$ cat config.mk
export PLATFORM = sky130hd
export DESIGN_NAME = acr_regs
export DESIGN_NICKNAME = d
export VERILOG_FILES = /design/src/rtl/acr_pkg.sv /design/src/rtl/acr_det_if.sv /design/src/rtl/acr_det_engine.sv /design/src/rtl/acr_irq.sv /design/src/rtl/acr_regs.sv
export SDC_FILE = /design/constraint.sdc
export NUM_CORES = 1
export LEC_CHECK = 0
export BUFFER_PORTS_ARGS = -buffer_cell sky130_fd_sc_hd__buf_2
export CELL_PAD_IN_SITES_DETAIL_PLACEMENT = 1
export CELL_PAD_IN_SITES_GLOBAL_PLACEMENT = 2
export CORE_MARGIN = 4
export CORE_UTILIZATION = 31
export DETAILED_ROUTE_END_ITERATION = 10
export GPL_TIMING_DRIVEN = 0
export PLACE_DENSITY = 0.79
export SLEW_MARGIN = 20
export SYNTH_ARGS = -nofsm -noshare
export SYNTH_HDL_FRONTEND = slang
export SYNTH_SLANG_ARGS = --single-unit
$ cat constraint.sdc
create_clock -name clk -period 3.78 [get_ports clk]
set_input_delay 0.189 -clock clk [delete_from_list [all_inputs] [get_ports clk]]
set_output_delay 0.189 -clock clk [all_outputs]
set_load 0.01 [all_outputs]
$ cat src/rtl/acr_pkg.sv
package acr_pkg;
  // ==========================================================
  // bus and register map
  localparam int           ACR_AW        = 4;
  localparam int           ACR_DW        = 16;
  localparam int           ACR_NCH       = 4;
  localparam int           ACR_SW        = 24;
  localparam logic [3:0]   ADDR_CFG      = 4'h6;
  localparam logic [3:0]   ADDR_TH_HI    = 4'h7;
  localparam logic [3:0]   ADDR_TH_LO    = 4'h8;
  localparam logic [3:0]   ADDR_CHAN0_CONFIG  = 4'h9;
  localparam logic [3:0]   ADDR_OCAL_HI  = 4'hA;
  localparam logic [3:0]   ADDR_OCAL_LO  = 4'hB;
  localparam logic [3:0]   ADDR_GCAL_HI  = 4'hC;
  localparam logic [3:0]   ADDR_GCAL_LO  = 4'hD;
  localparam logic [3:0]   ADDR_IRQ_STAT = 4'hE;
  localparam logic [3:0]   ADDR_IRQ_MASK = 4'hF;
  // ==========================================================
  // reset values and writable-bit masks
  localparam logic [15:0]  RST_CFG       = 16'h0600;
  localparam logic [15:0]  RST_GCAL_HI   = 16'h8000;
  localparam logic [15:0]  RST_ZERO      = 16'h0000;
  localparam logic [15:0]  MASK_FULL     = 16'hFFFF;
  localparam logic [15:0]  MASK_TH_LO    = 16'hFF0F;
  localparam logic [15:0]  MASK_CH0      = 16'hFFC7;
  localparam logic [15:0]  MASK_LOW_BYTE = 16'hFF00;
  localparam logic [15:0]  MASK_IRQ      = 16'h0003;
  // ==========================================================
  // field positions
  localparam int           CFG_EN        = 0;
  localparam int           CFG_LEN_LSB   = 1;
  localparam int           CFG_LEN_MSB   = 3;
  localparam int           CFG_NUM_LSB   = 4;
  localparam int           CFG_NUM_MSB   = 6;
  localparam int           CFG_ALL       = 7;
  localparam int           DCB_MSB       = 3;
  localparam int           CH0_PH_LSB    = 6;
  localparam int           CH0_DIS       = 2;
  localparam int           CH0_MUX_MSB   = 1;
  localparam int           HI_BYTE_LSB   = 8;
  localparam int           IRQ_DETECT    = 0;
  localparam int           IRQ_WINDOW    = 1;
  localparam logic [3:0]   DCB_OFF       = 4'h0;
  // ==========================================================
  // detect engine types and lookups
  typedef enum logic [1:0] {
    ACR_IDLE = 2'b01,
    ACR_RUN  = 2'b10
  } acr_det_state_t;

  // measurement window in conversion periods
  function automatic logic [11:0] acr_win_len(input logic [2:0] code);
    case (code)
      3'h0:    acr_win_len = 12'h080;
      3'h1:    acr_win_len = 12'h100;
      3'h2:    acr_win_len = 12'h200;
      3'h3:    acr_win_len = 12'h300;
      3'h4:    acr_win_len = 12'h500;
      3'h5:    acr_win_len = 12'h700;
      3'h6:    acr_win_len = 12'hA00;
      default: acr_win_len = 12'hE00;
    endcase
  endfunction

  // exceedances needed: one shifted by the code
  function automatic logic [8:0] acr_need(input logic [2:0] code);
    acr_need = 9'h001 << code;
  endfunction
endpackage

$ cat src/rtl/acr_det_if.sv
interface acr_det_if;
  logic        mode_on;
  logic [2:0]  len_code;
  logic [2:0]  num_code;
  logic        all_ch;
  logic [23:0] threshold;
  logic        detect_pulse;
  logic        window_pulse;
  modport ctrl (output mode_on, len_code, num_code, all_ch, threshold, input detect_pulse, window_pulse);
  modport eng  (input mode_on, len_code, num_code, all_ch, threshold, output detect_pulse, window_pulse);
endinterface

$ cat src/rtl/acr_det_engine.sv
module acr_det_engine
  import acr_pkg::*;
(
  input  wire logic                 clk,
  input  wire logic                 srst,
  acr_det_if.eng                    det,
  input  wire logic                 sample_valid,
  input  wire logic [ACR_NCH*ACR_SW-1:0] sample_mag
);
  acr_det_state_t state, next_state;
  logic [11:0]    win_cnt, next_win_cnt;
  logic [8:0]     exc_cnt, next_exc_cnt;
  logic           next_det, next_win, det_q, win_q;
  logic [ACR_NCH-1:0] hit;
  logic           combined;
  logic [11:0]    len;
  logic [8:0]     need;

  // ==========================================================
  // threshold compare and channel combine
  always_comb begin
    for (int i = 0; i < ACR_NCH; i++) begin
      hit[i] = sample_mag[i*ACR_SW +: ACR_SW] > det.threshold;
    end
    combined = det.all_ch ? &hit : |hit;
    len      = acr_win_len(det.len_code);
    need     = acr_need(det.num_code);
  end

  // next state of window and exceedance counters
  always_comb begin
    next_state   = state;
    next_win_cnt = win_cnt;
    next_exc_cnt = exc_cnt;
    next_det     = 1'b0;
    next_win     = 1'b0;
    case (state)
      ACR_IDLE: begin
        next_win_cnt = 12'h000;
        next_exc_cnt = 9'h000;
        if (det.mode_on) begin
          next_state = ACR_RUN;
        end
      end
      ACR_RUN: begin
        if (!det.mode_on) begin
          next_state = ACR_IDLE;
        end else if (sample_valid) begin
          if (combined && exc_cnt < need) begin
            next_exc_cnt = exc_cnt + 9'h001;
            next_det     = (exc_cnt + 9'h001) == need;
          end
          if (win_cnt + 12'h001 == len) begin
            next_win     = 1'b1;
            next_win_cnt = 12'h000;
            next_exc_cnt = 9'h000;
          end else begin
            next_win_cnt = win_cnt + 12'h001;
          end
        end
      end
      default: next_state = ACR_IDLE;
    endcase
  end

  // register state
  always_ff @(posedge clk) begin
    if (srst) begin
      state   <= ACR_IDLE;
      win_cnt <= 12'h000;
      exc_cnt <= 9'h000;
      det_q   <= 1'b0;
      win_q   <= 1'b0;
    end else begin
      state   <= next_state;
      win_cnt <= next_win_cnt;
      exc_cnt <= next_exc_cnt;
      det_q   <= next_det;
      win_q   <= next_win;
    end
  end

  assign det.detect_pulse = det_q;
  assign det.window_pulse = win_q;
endmodule

$ cat src/rtl/acr_irq.sv
module acr_irq
  import acr_pkg::*;
(
  input  wire logic        clk,
  input  wire logic        srst,
  input  wire logic [1:0]  event_set,
  input  wire logic        clr_en,
  input  wire logic        mask_en,
  input  wire logic [15:0] wr_data,
  output logic      [1:0]  status,
  output logic      [1:0]  mask,
  output logic             irq
);
  logic [1:0] next_status, next_mask;

  // sticky status, write one to clear, set wins
  always_comb begin
    next_status = status;
    next_mask   = mask;
    if (clr_en) begin
      next_status = status & ~wr_data[1:0];
    end
    next_status = next_status | event_set;
    if (mask_en) begin
      next_mask = wr_data[1:0];
    end
  end

  always_ff @(posedge clk) begin
    if (srst) begin
      status <= 2'b00;
      mask   <= 2'b00;
    end else begin
      status <= next_status;
      mask   <= next_mask;
    end
  end

  assign irq = |(status & mask);
endmodule

$ cat src/rtl/acr_regs.sv
module acr_regs
  import acr_pkg::*;
(
  input  wire logic                      clk,
  input  wire logic                      srst,
  input  wire logic [ACR_AW-1:0]         addr,
  input  wire logic [ACR_DW-1:0]         wr_data,
  input  wire logic                      wr_en,
  input  wire logic                      rd_en,
  output logic      [ACR_DW-1:0]         rd_data,
  output logic                           irq,
  input  wire logic                      sample_valid,
  input  wire logic [ACR_NCH*ACR_SW-1:0] sample_mag,
  output logic      [9:0]                chan0_phase_delay,
  output logic                           chan0_dc_reject_off,
  output logic      [3:0]                dc_reject_setting,
  output logic      [3:0]                chan0_dc_filter,
  output logic      [1:0]                chan0_input_select,
  output logic      [23:0]               chan0_offset,
  output logic      [23:0]               chan0_gain
);
  // ==========================================================
  // register storage
  logic [15:0] cfg, next_cfg;
  logic [15:0] th_hi, next_th_hi;
  logic [15:0] th_lo, next_th_lo;
  logic [15:0] chan0_config, next_chan0_config;
  logic [15:0] ocal_hi, next_ocal_hi;
  logic [15:0] ocal_lo, next_ocal_lo;
  logic [15:0] gcal_hi, next_gcal_hi;
  logic [15:0] gcal_lo, next_gcal_lo;
  logic [15:0] next_rd_data;
  logic [3:0]  next_dc_filter;
  logic [1:0]  irq_status;
  logic [1:0]  irq_mask;

  acr_det_if det ();

  // masked write into one register
  function automatic logic [15:0] reg_wr(input logic        hit,
                                         input logic [15:0] old,
                                         input logic [15:0] data,
                                         input logic [15:0] mask);
    reg_wr = hit ? (data & mask) : old;
  endfunction

  // ==========================================================
  // write decode
  always_comb begin
    next_cfg     = reg_wr(wr_en && addr == ADDR_CFG, cfg, wr_data, MASK_FULL);
    next_th_hi   = reg_wr(wr_en && addr == ADDR_TH_HI, th_hi, wr_data, MASK_FULL);
    next_th_lo   = reg_wr(wr_en && addr == ADDR_TH_LO, th_lo, wr_data, MASK_TH_LO);
    next_chan0_config = reg_wr(wr_en && addr == ADDR_CHAN0_CONFIG, chan0_config, wr_data, MASK_CH0);
    next_ocal_hi = reg_wr(wr_en && addr == ADDR_OCAL_HI, ocal_hi, wr_data, MASK_FULL);
    next_ocal_lo = reg_wr(wr_en && addr == ADDR_OCAL_LO, ocal_lo, wr_data, MASK_LOW_BYTE);
    next_gcal_hi = reg_wr(wr_en && addr == ADDR_GCAL_HI, gcal_hi, wr_data, MASK_FULL);
    next_gcal_lo = reg_wr(wr_en && addr == ADDR_GCAL_LO, gcal_lo, wr_data, MASK_LOW_BYTE);
  end

  // ==========================================================
  // read mux, data valid only the cycle after the strobe
  always_comb begin
    next_rd_data = RST_ZERO;
    if (rd_en) begin
      case (addr)
        ADDR_CFG:      next_rd_data = cfg;
        ADDR_TH_HI:    next_rd_data = th_hi;
        ADDR_TH_LO:    next_rd_data = th_lo;
        ADDR_CHAN0_CONFIG:  next_rd_data = chan0_config;
        ADDR_OCAL_HI:  next_rd_data = ocal_hi;
        ADDR_OCAL_LO:  next_rd_data = ocal_lo;
        ADDR_GCAL_HI:  next_rd_data = gcal_hi;
        ADDR_GCAL_LO:  next_rd_data = gcal_lo;
        ADDR_IRQ_STAT: next_rd_data = {14'h0000, irq_status};
        ADDR_IRQ_MASK: next_rd_data = {14'h0000, irq_mask};
        default:       next_rd_data = RST_ZERO;
      endcase
    end
  end

  // effective dc reject setting of channel 0
  always_comb begin
    next_dc_filter = chan0_config[CH0_DIS] ? DCB_OFF : th_lo[DCB_MSB:0];
  end

  // ==========================================================
  // register update
  always_ff @(posedge clk) begin
    if (srst) begin
      cfg             <= RST_CFG;
      th_hi           <= RST_ZERO;
      th_lo           <= RST_ZERO;
      chan0_config         <= RST_ZERO;
      ocal_hi         <= RST_ZERO;
      ocal_lo         <= RST_ZERO;
      gcal_hi         <= RST_GCAL_HI;
      gcal_lo         <= RST_ZERO;
      rd_data         <= RST_ZERO;
      chan0_dc_filter <= DCB_OFF;
    end else begin
      cfg             <= next_cfg;
      th_hi           <= next_th_hi;
      th_lo           <= next_th_lo;
      chan0_config         <= next_chan0_config;
      ocal_hi         <= next_ocal_hi;
      ocal_lo         <= next_ocal_lo;
      gcal_hi         <= next_gcal_hi;
      gcal_lo         <= next_gcal_lo;
      rd_data         <= next_rd_data;
      chan0_dc_filter <= next_dc_filter;
    end
  end

  // ==========================================================
  // field outputs straight from registers
  assign chan0_phase_delay   = chan0_config[ACR_DW-1:CH0_PH_LSB];
  assign chan0_dc_reject_off = chan0_config[CH0_DIS];
  assign dc_reject_setting   = th_lo[DCB_MSB:0];
  assign chan0_input_select  = chan0_config[CH0_MUX_MSB:0];
  assign chan0_offset        = {ocal_hi, ocal_lo[ACR_DW-1:HI_BYTE_LSB]};
  assign chan0_gain          = {gcal_hi, gcal_lo[ACR_DW-1:HI_BYTE_LSB]};

  // detect engine configuration
  assign det.mode_on   = cfg[CFG_EN];
  assign det.len_code  = cfg[CFG_LEN_MSB:CFG_LEN_LSB];
  assign det.num_code  = cfg[CFG_NUM_MSB:CFG_NUM_LSB];
  assign det.all_ch    = cfg[CFG_ALL];
  assign det.threshold = {th_hi, th_lo[ACR_DW-1:HI_BYTE_LSB]};

  // ==========================================================
  // current detect engine and interrupt status
  acr_det_engine u_det (
    .clk          (clk),
    .srst         (srst),
    .det          (det.eng),
    .sample_valid (sample_valid),
    .sample_mag   (sample_mag)
  );

  acr_irq u_irq (
    .clk       (clk),
    .srst      (srst),
    .event_set ({det.window_pulse, det.detect_pulse}),
    .clr_en    (wr_en && addr == ADDR_IRQ_STAT),
    .mask_en   (wr_en && addr == ADDR_IRQ_MASK),
    .wr_data   (wr_data),
    .status    (irq_status),
    .mask      (irq_mask),
    .irq       (irq)
  );
endmodule

==> summary.log <==
qor: placed_design.buffer_ports.inserted 195
qor: floorplanning.core_area 28700 µm²
qor: logic_synthesis.post_synth_main_area_contributors sky130_fd_sc_hd__dfxtp_1, sky130_fd_sc_hd__ha_1, sky130_fd_sc_hd__nand2_1, sky130_fd_sc_hd__a21oi_1, sky130_fd_sc_hd__a22oi_1
qor: timing.timing_worst_slew_pin_value 999.0 ps
qor: detailed_routing.detail_route.wl_per_cell 21.36 µm
qor: floorplanning.die_w 178.4 µm
qor: worst_setup_path.worst-r2r-cell-count 10
qor: worst_setup_path.worst-r2r-setup-slack 200 ps
qor: cells_and_area.insertedDiodeCount 0
qor: detailed_routing.drt_pass1_iterations 6
qor: cts.post_cts_buffers 0
qor: detailed_routing.routed_wl 37410 µm
qor: cells_and_area.number_of_inserted_filler_cells_in_the_final_layout 3597
qor: status.status finished clean
qor: timing.setup_viols_final 0
qor: worst_setup_path.r2r-start th_hi[15]
qor: pwr.powerDensity 339.1 nW/µm²
qor: worst_setup_path.end_kind register
qor: cts.clkLatencyLatePin 430 ps
qor: worst_setup_path.setup.worst_path.class register to register
qor: timing.setup_total_negative_slack 0 ps
qor: placed_design.dpl_cell_area 10470 µm²
qor: timing.period_minus_slack 3581 ps
qor: detailed_routing.route.vias.total 9425
qor: grt.number_of_global_route_vias_before_repair 9570
qor: worst_setup_path.cp-endpoint u_det.det.detect_pulse
qor: timing.report.final.hold_viol_count 0
qor: cells_and_area.final_cell_area 11040 µm²
qor: floorplanning.initial_core_util 0.3134
qor: worst_setup_path.worst-endpoint-required 4090 ps
qor: detailed_routing.initial_detailed_routing_violation_count 680
qor: logic_synthesis.synth-edff-count 0
qor: timing.finalMaxSlewViolations 0
qor: timing.timing.slew.headroom 0.3315
qor: cts.cts_sinks 154
qor: worst_setup_path.critical_path.reg2reg.endpoint u_det.det.detect_pulse
qor: logic_synthesis.synthesis.yosys.warnings 0
qor: timing.timing.fmax 0.2793 GHz
qor: floorplanning.die_h 178.4 µm
qor: grt.grt_max_degree 17
qor: logic_synthesis.post-synth-top-area-fraction 0.3427
qor: worst_setup_path.critical_path_arrival 3890 ps
qor: cells_and_area.finalNetCount 1583
qor: worst_setup_path.cp-start-kind register
qor: cts.path_clk_slew 70 ps
qor: worst_setup_path.startpoint th_hi[15]
qor: logic_synthesis.postSynthAreaPerCell 7.898 µm²
qor: grt.grt_first_pass_wirelength 56340 µm
qor: cts.post_cts_hold_buffer_count 0
qor: cells_and_area.drive_gt1_frac 0.1902
qor: timing.layout_worst_path_cycle_share 0.9473
qor: cts.cts_buffer_depth 2
qor: placed_design.detailed_place_hpwl 29420 µm
qor: flow_run.max_cap_violations 0
qor: detailed_routing.drt.antenna.violating_nets 0
qor: worst_hold_path.worstHoldPathType input pin to register
qor: logic_synthesis.seq_area_frac_synth 0.3427
qor: floorplanning.num_io_pins 207
qor: worst_setup_path.worstPathMaxFanout 4
qor: grt.grt_antenna_before_repair 0
qor: logic_synthesis.netlist-cell-type-count 64
qor: logic_synthesis.synth-main-ff-cell sky130_fd_sc_hd__dfxtp_1
qor: cts.tritoncts done
qor: worst_hold_path.hold_path_depth 3
qor: grt.grt_overflow_total 0
qor: detailed_routing.vias_per_cell 5.383
qor: cts.post_cts.resized_instances 0
qor: cts.ctsRootBufferMaster sky130_fd_sc_hd__clkbuf_16
qor: logic_synthesis.synth.ff_latch_count 154
qor: timing.fin_worst_skew 13.41 ps
qor: grt.grtUsageTotal 0.2317
qor: pwr.p_leak 4.328 nW
qor: detailed_routing.drc 0
qor: cts.num_cts_buffers 17
qor: floorplanning.dieArea 31810 µm²
qor: logic_synthesis.synth_nets 1368
qor: cts.cts_max_level 4
qor: logic_synthesis.syn-cell-area 8996 µm²
qor: logic_synthesis.synth.largest_area_cell sky130_fd_sc_hd__dfxtp_1
qor: timing.whs 41.03 ps
qor: floorplanning.row_count 62
qor: logic_synthesis.syn-instance-count 1139
qor: logic_synthesis.ys_async_sr_fraction 0
qor: cells_and_area.layout-area-overhead-vs-synth 22.77%
qor: timing.grt_setup_unrepaired no
qor: placed_design.gp_congestion 0.8066
qor: pwr.vdd_ir_drop_max 306.1 µV
## power by group
part	switching [mW]	internal (mW)	total, mW
logic	0.251	0.153	0.404
registers	0.0174	1.64	1.66
clock network	0.735	0.951	1.69
total	1.00	2.74	3.75
## critical path, cell delays in order, from the launching register on
cell	delay [ps]
sky130_fd_sc_hd__dfxtp_1	450
sky130_fd_sc_hd__inv_1	190
sky130_fd_sc_hd__ha_1	350
sky130_fd_sc_hd__nand4_2	170
sky130_fd_sc_hd__nor4_2	450
sky130_fd_sc_hd__o31ai_1	140
sky130_fd_sc_hd__a22o_1	290
sky130_fd_sc_hd__o41ai_2	300
sky130_fd_sc_hd__a22oi_2	210
sky130_fd_sc_hd__or4_1	540
sky130_fd_sc_hd__a2111oi_2	370
## worst min path at each step
| stage | endpoint | from | slack, ps |
|---|---|---|---|
| global placement | u_irq.status[0] | u_det.det.detect_pulse | 430 |
| global route | cfg[4] | wr_data[4] | 50 |
| CTS | cfg[4] | wr_data[4] | 30 |
| floorplan | th_hi[2] | wr_data[2] | 320 |
| detailed placement | cfg[15] | cfg[15] | 450 |
| finish | cfg[4] | wr_data[4] | 40 |
## placed cells by master (no fill, tap or decap), types with 7 or more instances in the layout
| master | count |
|---|---|
| sky130_fd_sc_hd__a21o_1 | 12 |
| sky130_fd_sc_hd__a21oi_1 | 166 |
| sky130_fd_sc_hd__a22oi_1 | 53 |
| sky130_fd_sc_hd__a31oi_1 | 8 |
| sky130_fd_sc_hd__a41oi_1 | 10 |
| sky130_fd_sc_hd__and2_1 | 9 |
| sky130_fd_sc_hd__buf_2 | 197 |
| sky130_fd_sc_hd__buf_4 | 15 |
| sky130_fd_sc_hd__clkbuf_1 | 49 |
| sky130_fd_sc_hd__clkbuf_16 | 17 |
| sky130_fd_sc_hd__dfxtp_1 | 154 |
| sky130_fd_sc_hd__ha_1 | 108 |
| sky130_fd_sc_hd__inv_1 | 39 |
| sky130_fd_sc_hd__nand2_1 | 247 |
| sky130_fd_sc_hd__nand2b_1 | 7 |
| sky130_fd_sc_hd__nand3_1 | 47 |
| sky130_fd_sc_hd__nand3b_1 | 8 |
| sky130_fd_sc_hd__nand4_1 | 19 |
| sky130_fd_sc_hd__nor2_1 | 38 |
| sky130_fd_sc_hd__nor2b_1 | 15 |
| sky130_fd_sc_hd__nor3_1 | 13 |
| sky130_fd_sc_hd__o211ai_1 | 7 |
| sky130_fd_sc_hd__o21ai_0 | 26 |
| sky130_fd_sc_hd__xnor2_1 | 9 |
## Yosys cell counts (2+ instances only)
cell type and n:
sky130_fd_sc_hd__a22oi_1 54, sky130_fd_sc_hd__a32oi_1 4, sky130_fd_sc_hd__o211ai_1 7, sky130_fd_sc_hd__nand4_1 19
sky130_fd_sc_hd__or3_1 5, sky130_fd_sc_hd__nor3_2 2, sky130_fd_sc_hd__nor4_1 2, sky130_fd_sc_hd__nand3b_1 8
sky130_fd_sc_hd__nor4_2 3, sky130_fd_sc_hd__a222oi_1 3, sky130_fd_sc_hd__nand3_1 47, sky130_fd_sc_hd__buf_2 2
sky130_fd_sc_hd__a21boi_0 2, sky130_fd_sc_hd__o31ai_1 2, sky130_fd_sc_hd__or4_1 5, sky130_fd_sc_hd__nor2b_1 15
sky130_fd_sc_hd__or3b_2 4, sky130_fd_sc_hd__and3_1 5, sky130_fd_sc_hd__nand2b_1 7, sky130_fd_sc_hd__o22ai_1 2
sky130_fd_sc_hd__and2_1 9, sky130_fd_sc_hd__buf_4 14, sky130_fd_sc_hd__a41oi_1 10, sky130_fd_sc_hd__a22o_1 2
sky130_fd_sc_hd__nor2_1 38, sky130_fd_sc_hd__a211oi_1 2, sky130_fd_sc_hd__o21ai_0 26, sky130_fd_sc_hd__a21o_1 12
sky130_fd_sc_hd__and2_0 2, sky130_fd_sc_hd__a21oi_1 166, sky130_fd_sc_hd__buf_1 3, sky130_fd_sc_hd__ha_1 108
sky130_fd_sc_hd__nor3_1 14, sky130_fd_sc_hd__inv_1 39, sky130_fd_sc_hd__a221o_1 2, sky130_fd_sc_hd__xnor2_1 9
sky130_fd_sc_hd__xor2_1 5, sky130_fd_sc_hd__a31oi_1 8, sky130_fd_sc_hd__nand2_1 247, sky130_fd_sc_hd__dfxtp_1 154
sky130_fd_sc_hd__clkbuf_1 47, sky130_fd_sc_hd__a221oi_1 2
## layer usage
| layer | global-route usage | vias to the layer above | wire [µm] |
|---|---|---|---|
| li1 | - | 4521 | - |
| met1 | 0.3174 | 4567 | 17150 |
| met2 | 0.3918 | 303 | 17500 |
| met3 | 0.03370 | 34 | 2352 |
| met4 | 0.04221 | 0 | 401 |
| met5 | 0 | - | 0 |
## cell type report
cell class / count / area, µm² / share of cell area
flip-flops and latches: 154 / 3083 / 0.2791
multi-input cells: 879 / 5470 / 0.4953
plain buffers: 66 / 302.8 / 0.02742
clock inverters: 11 / 113.9 / 0.01031
inverters: 40 / 150.1 / 0.01359
repair buffers: 196 / 983.4 / 0.08905
well taps: 384 / 480.5 / 0.04350
clock buffers: 21 / 460.4 / 0.04169
## flip-flops by register name, summed over array words and instances (netlist names), 2 cells and up
name and cells:
ocal_hi 16, chan0_dc_filter 4, u_det.exc_cnt 9, gcal_hi 16, cfg 16, th_hi 16
gcal_lo 8, u_irq.status 2, u_irq.mask 2, ocal_lo 8, th_lo 12, u_det.state 2
chan0_config 13, rd_data 16, u_det.win_cnt 12
## cells by family (layout without fill, tap and decap cells)
| kind of cell | Yosys count | after routing | synth area share |
|---|---|---|---|
| buffers and inverters | 106 | 334 | 0.05035 |
| DFF | 154 | 154 | 0.3427 |
| xor gates and xnor gates | 14 | 14 | 0.01363 |
| adders and majority gates | 109 | 109 | 0.1513 |
| and+or+nand+nor | 441 | 441 | 0.2267 |
| AOI/OAI and AO/OA | 314 | 314 | 0.2142 |
| muxes | 1 | 1 | 0.001113 |
## per-stage QoR
step | cells | setup slack (ps) | power, mW | util
CTS | 1751 | 96.43 | 3.770 | 0.3846
finish | 1751 | 199.1 | 3.745 | 0.3848
detailed placement | 1719 | 128.1 | 2.094 | 0.3646
global route | 1751 | 22.08 | 3.892 | 0.3848
floorplan | 1139 | 948.2 | 1.902 | -
global placement | 1718 | 119.8 | 2.084 | 0.3642
No activity file was read; power rests on OpenSTA's default activity.
